## config.mk

```make
export PLATFORM = sky130hd
export DESIGN_NAME = nfi_top
export DESIGN_NICKNAME = d
export VERILOG_FILES = /design/src/nfi_pkg.sv /design/src/nfi_top.sv
export SDC_FILE = /design/constraint.sdc
export NUM_CORES = 1
export LEC_CHECK = 0
export ABC_AREA = 1
export ABC_CLOCK_PERIOD_IN_PS = 3350
export BUFFER_PORTS_ARGS = -buffer_cell sky130_fd_sc_hd__buf_2
export CAP_MARGIN = 20
export CELL_PAD_IN_SITES_DETAIL_PLACEMENT = 1
export CELL_PAD_IN_SITES_GLOBAL_PLACEMENT = 1
export CORE_AREA = 2 2 142 109
export DETAILED_ROUTE_END_ITERATION = 8
export DIE_AREA = 0 0 144 111
export HOLD_SLACK_MARGIN = 0.08
export PLACE_DENSITY_LB_ADDON = 0.08
export SLEW_MARGIN = 20
export SYNTH_ARGS = -nofsm -noshare
export SYNTH_HDL_FRONTEND = slang
export SYNTH_SLANG_ARGS = --single-unit
```

## constraint.sdc

```tcl
create_clock -name clk -period 3.35 [get_ports clk]
set_input_delay 0.67 -clock clk [delete_from_list [all_inputs] [get_ports clk]]
set_output_delay 0.67 -clock clk [all_outputs]
set_load 0.05 [all_outputs]
```

## src/nfi_pkg.sv

```systemverilog
// nfi_pkg: constants for the nmi, bus fault and top-level irq enable block.
// assumes a 32-bit register port and a 50 MHz system clock.
`default_nettype none

package nfi_pkg;

	////////////////////////////////////////////////////////////////////////////////
	// clock and timing
	localparam int CLK_PERIOD_NS = 20;
	localparam int WDOG_LOW_WATER_US = 1792000;
	localparam int WDOG_LOW_WATER_CYC = WDOG_LOW_WATER_US * (1000 / CLK_PERIOD_NS);
	localparam int XTAL_LOSS_NS = 1000;
	localparam int XTAL_LOSS_CYC = XTAL_LOSS_NS / CLK_PERIOD_NS;

	////////////////////////////////////////////////////////////////////////////////
	// register addresses
	localparam logic [31:0] ADDR_ENABLE_SET = 32'hE000E100;
	localparam logic [31:0] ADDR_ENABLE_CLR = 32'hE000E180;
	localparam logic [31:0] ADDR_AUX_FAULT = 32'h4000A000;
	localparam logic [31:0] ADDR_NMI_FLAG = 32'h4000A004;
	localparam logic [31:0] ADDR_NMI_CFG = 32'h4000A008;
	localparam logic [31:0] ADDR_CLK_CTRL = 32'h4000A00C;
	localparam logic [31:0] ADDR_WDOG_CTRL = 32'h4000A010;
	localparam logic [31:0] ADDR_WDOG_KICK = 32'h4000A014;

	////////////////////////////////////////////////////////////////////////////////
	// top-level line positions and reset values
	localparam int IRQ_LINES = 17;
	localparam int LINE_DEBUG = 16;
	localparam int LINE_EXT_PIN_D = 15;
	localparam int LINE_EXT_PIN_A = 12;
	localparam int LINE_CONVERTER = 11;
	localparam int LINE_RADIO_RECEIVE = 10;
	localparam int LINE_RADIO_TRANSMIT = 9;
	localparam int LINE_RADIO_TIMER = 8;
	localparam int LINE_SECURITY = 7;
	localparam int LINE_SERIAL_TWO = 6;
	localparam int LINE_SERIAL_ONE = 5;
	localparam int LINE_SLEEP_TIMER = 4;
	localparam int LINE_BASEBAND = 3;
	localparam int LINE_MANAGEMENT = 2;
	localparam int LINE_TIMER_TWO = 1;
	localparam int LINE_TIMER_ONE = 0;
	localparam logic [16:0] ENABLE_RST = 17'h00000;

	////////////////////////////////////////////////////////////////////////////////
	// field positions
	localparam int AFS_BAD_WIDTH = 0;
	localparam int AFS_PROTECTED = 1;
	localparam int AFS_RESERVED = 2;
	localparam int AFS_MISSED = 3;
	localparam int NMI_CRYSTAL = 0;
	localparam int NMI_WDOG = 1;
	localparam int CLK_SEL_XTAL = 0;
	localparam int CLK_SRC_XTAL = 1;
	localparam int WDOG_EN = 0;
	localparam logic [3:0] AFS_RST = 4'h0;
	localparam logic [1:0] NMI_RST = 2'h0;

	////////////////////////////////////////////////////////////////////////////////
	// memory map used by the fault decoder
	localparam logic [15:0] APB_REGION = 16'h4000;
	localparam logic [3:0] APB_SYS_BLOCKS = 4'h4;
	localparam logic [11:0] APB_LAST_REG = 12'h0FC;
	localparam logic [11:0] AHB_SYS_REGION = 12'hE00;
	localparam logic [31:0] RAM_BASE = 32'h20000000;
	localparam logic [31:0] RAM_TOP = 32'h20003000;
	localparam logic [31:0] RAM_REGION_END = 32'h20100000;
	localparam logic [31:0] RAM_PROT_TOP = 32'h20000400;
	localparam logic [31:0] FLASH_BASE = 32'h08000000;
	localparam logic [31:0] FLASH_TOP = 32'h08030000;
	localparam logic [31:0] FLASH_REGION_END = 32'h08100000;
	localparam logic [1:0] SIZE_WORD = 2'h2;

	// crystal supervision states
	typedef enum logic [1:0] {
		NFI_CK_RC,
		NFI_CK_XTAL,
		NFI_CK_DETECT,
		NFI_CK_SWITCH
	} nfi_clk_state_t;

endpackage : nfi_pkg

`default_nettype wire

```

## src/nfi_top.sv

```systemverilog
// nfi_top: top-level irq enables, nmi sources and bus fault cause recording.
// assumes accesses reported on acc_* are already qualified by the bus and
// that crystal_good is a synchronous level from the oscillator monitor.
`default_nettype none

module nfi_top
	import nfi_pkg::*;
#(
	parameter int WDOG_CYCLES = WDOG_LOW_WATER_CYC
) (
	input wire logic clk,
	input wire logic rst,
	input wire logic [31:0] reg_addr,
	input wire logic [31:0] reg_wdata,
	input wire logic reg_wr,
	input wire logic reg_rd,
	output logic [31:0] reg_rdata,
	input wire logic [16:0] irq_line_in,
	output logic [16:0] irq_to_core,
	output logic nmi_out,
	input wire logic crystal_good,
	output logic system_clock_source,
	input wire logic acc_valid,
	input wire logic [31:0] acc_addr,
	input wire logic [1:0] acc_size,
	input wire logic acc_write,
	input wire logic acc_priv,
	output logic bus_fault,
	output logic hard_fault
);

	////////////////////////////////////////////////////////////////////////////////
	// declarations
	logic [16:0] enable_r;
	logic [3:0] afs_r;
	logic [3:0] afs_set;
	logic [1:0] nmi_flag_r;
	logic [1:0] nmi_cfg_r;
	logic [1:0] nmi_set;
	logic clk_sel_r;
	logic wdog_en_r;
	logic [26:0] wdog_cnt_r;
	logic [5:0] det_cnt_r;
	logic [31:0] rdata_r;
	logic bus_fault_r;
	logic hard_fault_r;
	nfi_clk_state_t ck_state_r;
	nfi_clk_state_t ck_state_nxt;
	logic wr_set, wr_clr, wr_afs, wr_flag, wr_cfg, wr_clk, wr_wden, wr_kick;
	logic in_apb, in_ahb_sys, in_ram, in_flash;
	logic bad_access_width_cause, prot_cause, rsvd_cause, any_cause;
	logic wdog_hit;

	localparam logic [26:0] WDOG_LAST = 27'(WDOG_CYCLES - 1);
	localparam logic [26:0] WDOG_STOP = 27'(WDOG_CYCLES);
	localparam logic [5:0] DET_LAST = 6'(XTAL_LOSS_CYC - 1);

	// write decode, one strobe per register
	assign wr_set = reg_wr && (reg_addr == ADDR_ENABLE_SET);
	assign wr_clr = reg_wr && (reg_addr == ADDR_ENABLE_CLR);
	assign wr_afs = reg_wr && (reg_addr == ADDR_AUX_FAULT);
	assign wr_flag = reg_wr && (reg_addr == ADDR_NMI_FLAG);
	assign wr_cfg = reg_wr && (reg_addr == ADDR_NMI_CFG);
	assign wr_clk = reg_wr && (reg_addr == ADDR_CLK_CTRL);
	assign wr_wden = reg_wr && (reg_addr == ADDR_WDOG_CTRL);
	assign wr_kick = reg_wr && (reg_addr == ADDR_WDOG_KICK);

	////////////////////////////////////////////////////////////////////////////////
	// top-level enables
	// set on ones
	// clear on ones; a set and clear cannot share a cycle on this port
	always_ff @(posedge clk or posedge rst) begin
		if (rst) begin
			enable_r <= ENABLE_RST;
		end else if (wr_set) begin
			enable_r <= enable_r | reg_wdata[16:0];
		end else if (wr_clr) begin
			enable_r <= enable_r & ~reg_wdata[16:0];
		end
	end

	// lines pass as levels, gated only by their enable
	// bit n of the enable gates line n
	assign irq_to_core = irq_line_in & enable_r;

	////////////////////////////////////////////////////////////////////////////////
	// crystal supervision
	// detect loss, then fall back to rc
	always_comb begin
		ck_state_nxt = ck_state_r;
		case (ck_state_r)
			NFI_CK_RC: begin
				if (clk_sel_r && crystal_good) begin
					ck_state_nxt = NFI_CK_XTAL;
				end
			end
			NFI_CK_XTAL: begin
				if (!clk_sel_r) begin
					ck_state_nxt = NFI_CK_RC;
				end else if (!crystal_good) begin
					ck_state_nxt = NFI_CK_DETECT;
				end
			end
			NFI_CK_DETECT: begin
				if (crystal_good) begin
					ck_state_nxt = NFI_CK_XTAL;
				end else if (det_cnt_r == DET_LAST) begin
					ck_state_nxt = NFI_CK_SWITCH;
				end
			end
			NFI_CK_SWITCH: begin
				ck_state_nxt = NFI_CK_RC;
			end
			default: begin
				ck_state_nxt = NFI_CK_RC;
			end
		endcase
	end

	// state register
	always_ff @(posedge clk or posedge rst) begin
		if (rst) begin
			ck_state_r <= NFI_CK_RC;
		end else begin
			ck_state_r <= ck_state_nxt;
		end
	end

	// loss must persist a full window so a glitch does not force a switch
	always_ff @(posedge clk or posedge rst) begin
		if (rst) begin
			det_cnt_r <= 6'h00;
		end else if (ck_state_r == NFI_CK_DETECT) begin
			det_cnt_r <= det_cnt_r + 6'h01;
		end else begin
			det_cnt_r <= 6'h00;
		end
	end

	// crystal select; hardware drops it on a forced switch
	always_ff @(posedge clk or posedge rst) begin
		if (rst) begin
			clk_sel_r <= 1'b0;
		end else if (ck_state_r == NFI_CK_SWITCH) begin
			clk_sel_r <= 1'b0;
		end else if (wr_clk) begin
			clk_sel_r <= reg_wdata[CLK_SEL_XTAL];
		end
	end

	// source stays on crystal during the detection window
	assign system_clock_source = (ck_state_r == NFI_CK_XTAL) || (ck_state_r == NFI_CK_DETECT);

	////////////////////////////////////////////////////////////////////////////////
	// watchdog low water mark
	assign wdog_hit = wdog_en_r && (wdog_cnt_r == WDOG_LAST) && !wr_kick;

	// enable bit
	always_ff @(posedge clk or posedge rst) begin
		if (rst) begin
			wdog_en_r <= 1'b0;
		end else if (wr_wden) begin
			wdog_en_r <= reg_wdata[WDOG_EN];
		end
	end

	// count while active; parks one past the mark so the event fires once per lapse
	always_ff @(posedge clk or posedge rst) begin
		if (rst) begin
			wdog_cnt_r <= 27'h0000000;
		end else if (!wdog_en_r || wr_kick) begin
			wdog_cnt_r <= 27'h0000000;
		end else if (wdog_cnt_r != WDOG_STOP) begin
			wdog_cnt_r <= wdog_cnt_r + 27'h0000001;
		end
	end

	////////////////////////////////////////////////////////////////////////////////
	// nmi second-level flags and config
	// crystal flag after detection and switch
	// watchdog flag on low water mark
	assign nmi_set[NMI_CRYSTAL] = (ck_state_r == NFI_CK_SWITCH);
	assign nmi_set[NMI_WDOG] = wdog_hit;

	// write one to clear; a new event in the clearing cycle wins
	always_ff @(posedge clk or posedge rst) begin
		if (rst) begin
			nmi_flag_r <= NMI_RST;
		end else begin
			nmi_flag_r <= (nmi_flag_r & ~(wr_flag ? reg_wdata[1:0] : 2'h0)) | nmi_set;
		end
	end

	// config bits
	always_ff @(posedge clk or posedge rst) begin
		if (rst) begin
			nmi_cfg_r <= NMI_RST;
		end else if (wr_cfg) begin
			nmi_cfg_r <= reg_wdata[1:0];
		end
	end

	// only these two flags feed the nmi
	// level output, holds until flags or their config bits are cleared
	assign nmi_out = |(nmi_flag_r & nmi_cfg_r);

	////////////////////////////////////////////////////////////////////////////////
	// bus fault decode
	assign in_apb = (acc_addr[31:16] == APB_REGION);
	assign in_ahb_sys = (acc_addr[31:20] == AHB_SYS_REGION);
	assign in_ram = (acc_addr >= RAM_BASE) && (acc_addr < RAM_REGION_END);
	assign in_flash = (acc_addr >= FLASH_BASE) && (acc_addr < FLASH_REGION_END);

	assign bad_access_width_cause = (in_apb && (acc_size != SIZE_WORD))
		|| ((acc_size == SIZE_WORD) && (acc_addr[1:0] != 2'h0));

	// unprivileged write to system peripheral or protected ram
	assign prot_cause = acc_write && !acc_priv
		&& ((in_apb && (acc_addr[15:12] < APB_SYS_BLOCKS)) || in_ahb_sys
		|| ((acc_addr >= RAM_BASE) && (acc_addr < RAM_PROT_TOP)));

	// beyond the last register of a block
	// above top of ram or flash
	assign rsvd_cause = (in_apb && (acc_addr[11:0] > APB_LAST_REG))
		|| (in_ram && (acc_addr >= RAM_TOP))
		|| (in_flash && (acc_addr >= FLASH_TOP));

	assign any_cause = acc_valid && (bad_access_width_cause || prot_cause || rsvd_cause);

	// one bit per cause, several may set together
	// a fault while a cause is held sets missed
	always_comb begin
		afs_set = 4'h0;
		if (acc_valid) begin
			afs_set[AFS_BAD_WIDTH] = bad_access_width_cause;
			afs_set[AFS_PROTECTED] = prot_cause;
			afs_set[AFS_RESERVED] = rsvd_cause;
			afs_set[AFS_MISSED] = any_cause && (afs_r != AFS_RST);
		end
	end

	// status, write one to clear, set wins over clear
	always_ff @(posedge clk or posedge rst) begin
		if (rst) begin
			afs_r <= AFS_RST;
		end else begin
			afs_r <= (afs_r & ~(wr_afs ? reg_wdata[3:0] : 4'h0)) | afs_set;
		end
	end

	// second fault escalates to hard fault, which preempts bus fault
	always_ff @(posedge clk or posedge rst) begin
		if (rst) begin
			bus_fault_r <= 1'b0;
			hard_fault_r <= 1'b0;
		end else begin
			hard_fault_r <= any_cause && (afs_r != AFS_RST);
			bus_fault_r <= any_cause && (afs_r == AFS_RST);
		end
	end

	assign bus_fault = bus_fault_r;
	assign hard_fault = hard_fault_r;

	////////////////////////////////////////////////////////////////////////////////
	// read data, one cycle after the strobe; unmapped reads give zero
	always_ff @(posedge clk or posedge rst) begin
		if (rst) begin
			rdata_r <= 32'h00000000;
		end else if (reg_rd) begin
			case (reg_addr)
				// both enable addresses show the enables
				// bits 31 to 17 read zero
				ADDR_ENABLE_SET, ADDR_ENABLE_CLR: begin
					rdata_r <= {15'h0000, enable_r};
				end
				ADDR_AUX_FAULT: begin
					rdata_r <= {28'h0000000, afs_r};
				end
				ADDR_NMI_FLAG: begin
					rdata_r <= {30'h00000000, nmi_flag_r};
				end
				ADDR_NMI_CFG: begin
					rdata_r <= {30'h00000000, nmi_cfg_r};
				end
				ADDR_CLK_CTRL: begin
					rdata_r <= {30'h00000000, system_clock_source, clk_sel_r};
				end
				ADDR_WDOG_CTRL: begin
					rdata_r <= {31'h00000000, wdog_en_r};
				end
				default: begin
					rdata_r <= 32'h00000000;
				end
			endcase
		end
	end

	assign reg_rdata = rdata_r;
endmodule : nfi_top

`default_nettype wire

```

==> impl_metrics.toml <==
[synth]
seq_area_frac_synth = 0.3927
syn_area_um2 = 5161
synth.top_cell.area_share = 0.3927
synth_edf_count = 0
ys.flop_type = "dfrtp_1"
synth_warnings = 0
synth_async_sr_flop_share = 1.000
synthTopCellsByArea = "dfrtp_1 (39%), nand2_1 (13%), nor2_1 (7.2%)"
syn_inst = 713
ys_seq_elements = 81
yosysTopAreaCell = "dfrtp_1"
syn_avg_cell_area_um2 = 7.239
synth.distinct_cells = 42

[run_status]
run_status = "finished, final reports clean"

[drt]
dr.pass1.iters = 4
via_per_inst = 4.863
wire_per_inst_um = 14.29
drtAntennaViolNets = 0
drtIter0Drc = 232
vias = 5199
drc = 0
drt-total-wl_um = 15280

[timing]
drv_slew = 0
rsz0062_at_grt = "false"
worst_pin_slew_ns = 0.7882
clock.fmax_mhz = 476.3
relSlewSlack = 0.4728
hold_viol = 0
fin_skew_ns = 0.006362
min_period_ns = 2.099
fin_tns_setup_ns = 0
hold_ws_ns = 0.3838
fin_crit_sh = 0.6267
setup_viol = 0

[placement]
dp_hpwl_um = 11980
io_buffers = 145
placed_area_um2 = 6067
dp_cells = 1053
gp_congestion = 0.8299

[global_routing]
grt_usage = 0.2020
grt_max_degree = 51
grt-ovfl-total = 0
antenna_found_initial = 0
grt_pass1_wl_um = 26080
first_global_vias = 5434

[setup_path]
crit_fanout = 17
critPathKind = "input pin to flop"
endpoint_kind = "flop"
start_kind = "input pin"
arrival_ns = 2.31
cp.required_ns = 3.57
rrSetupSlack_ns = 1.39

[die]
core_um2 = 14790
die-area_um2 = 15980
io-pin-count = 176
rows = 39
die_w_um = 144
die_h_um = 111
initial_core_util = 0.3491

[clock_network]
cts_resized = 0
cts_buffer_depth = 2
clock-root-buffer = "clkbuf_16"
cts_tree = "yes"
clk_latency_ns = 0.34
clk_pin_slew_ns = 0.06
cts_max_level = 3
numCtsBuffers = 9
cts_num_sinks = 81
holdBufCountCts = 0
post-cts-setup-buffer-count = 0

[pwr]
power_frac_seq = 0.434
powerDensity_nw_per_um2 = 372.7
p_clk_frac = 0.404
leakage_nw = 3.252
switching_power_w = 0.0006981
ir_worst_vdd_mv = 0.2108
power.internal_w = 0.001672
p_sw_frac = 0.2945
combPwrFrac = 0.161

[job]
maxCapViolations = 0

[final_layout]
fin_nets = 991
drive_gt1_frac = 0.2373
antenna_cells = 0
stdcell_area_um2 = 6360
syn_to_final_growth_pct = 23.22
fin_cells = 1069

[worst_hold_path]
hold_class = "input pin to async pin"
==> per-stage QoR <==
step           setup slack (ns)    util  total power (W)
6_report                  1.251  0.4301         0.002370
5_1_grt                   1.102  0.4301         0.002501
4_1_cts                   1.241  0.4301         0.002406
3_5_place_dp             0.8919  0.4103         0.001433
3_3_place_gp             0.9679  0.4103         0.001410
2_1_floorplan            0.5999       -         0.001301
==> cells by family after synthesis <==
logic type / synth area share
AO/OA/AOI/OAI: 0.06764
XOR/XNOR: 0.01358
adder cells (fa/ha/maj): 0.02182
buffers and inverters: 0.1045
flip-flops: 0.3927
multiplexers: 0.002182
other: 0.0007266
AND/OR/NAND/NOR: 0.3969
==> final cells by class <==
type | instances | area (µm²)
repair buffers | 151 | 783.3
multi-input cells | 527 | 2665
flip-flops and latches | 81 | 2027
fillers | 1919 | 8426
clock buffers | 11 | 252.7
inverters | 89 | 335.3
well taps | 205 | 256.5
clock inverters | 5 | 40.04
==> Yosys cell counts, types with 5 or more instances <==
| cell type | count |
|---|---|
| ha_1 | 9 |
| o21ai_1 | 12 |
| buf_4 | 18 |
| nand2_2 | 5 |
| nor4_1 | 8 |
| nor2_2 | 11 |
| a21oi_1 | 12 |
| nor2_1 | 99 |
| o31ai_1 | 6 |
| xor2_1 | 5 |
| o21ai_0 | 20 |
| inv_1 | 85 |
| nand2_1 | 185 |
| nor3_1 | 16 |
| nand4_1 | 48 |
| nand3_1 | 41 |
| clkbuf_1 | 6 |
| dfrtp_1 | 81 |
==> placed cells by master, fill, tap and decap left out, types with 3 or more instances in the layout <==
| cell type | n |
|---|---|
| xor2_1 | 5 |
| nor3_2 | 4 |
| ha_1 | 9 |
| nand3_1 | 41 |
| o21ai_0 | 20 |
| nand2_2 | 5 |
| nand2_1 | 185 |
| a211oi_1 | 4 |
| dfrtp_1 | 81 |
| nor2_1 | 99 |
| nor2_4 | 3 |
| o21ai_1 | 12 |
| a21boi_0 | 3 |
| buf_2 | 145 |
| xnor2_1 | 3 |
| conb_1 | 15 |
| clkinv_4 | 4 |
| inv_1 | 84 |
| nand4_1 | 48 |
| buf_4 | 5 |
| nor3_1 | 16 |
| clkbuf_16 | 9 |
| a21oi_1 | 12 |
| o31ai_1 | 6 |
| nor2_2 | 11 |
| nor4_1 | 8 |
==> per-layer routing <==
metal,GRT usage,share of wire,vias up
met2,0.3324,0.46,111
met1,0.2729,0.48,2489
met4,0.03725,0.0072,0
li1,-,-,2590
met5,0,0,-
met3,0.04795,0.053,9
==> critical path, cell delays in order <==
cell and delay, ns:
buf_2 0.11, nor2_1 0.27, nand4_1 0.16, nor3_2 0.23
buf_4 0.26, nand2_2 0.26, o31ai_1 0.29, nand2_1 0.07
==> path summary, 6_finish.rpt <==
path                                        to  cells after the start           from
max in group asynchronous       wdog_cnt_r[19]                      3            rst
worst min-delay path            wdog_cnt_r[13]                      2            rst
worst min register to register    reg_rdata[1]                      2   reg_rdata[1]
min in group clk                  reg_rdata[1]                      2   reg_rdata[1]
worst max register to register  wdog_cnt_r[24]                      8  wdog_cnt_r[0]
worst max-delay path                      flop                      8   reg_addr[11]
==> power groups by stage <==
stage          Sequential (W)  Combinational [W]  Clock (W)
2_1_floorplan         0.00104           0.000261          0
3_3_place_gp          0.00104           0.000366          0
3_5_place_dp          0.00105           0.000386          0
4_1_cts               0.00103           0.000390   0.000987
5_1_grt               0.00103           0.000436    0.00103
6_report              0.00103           0.000382   0.000958
Power figures use the tool's default switching activity.
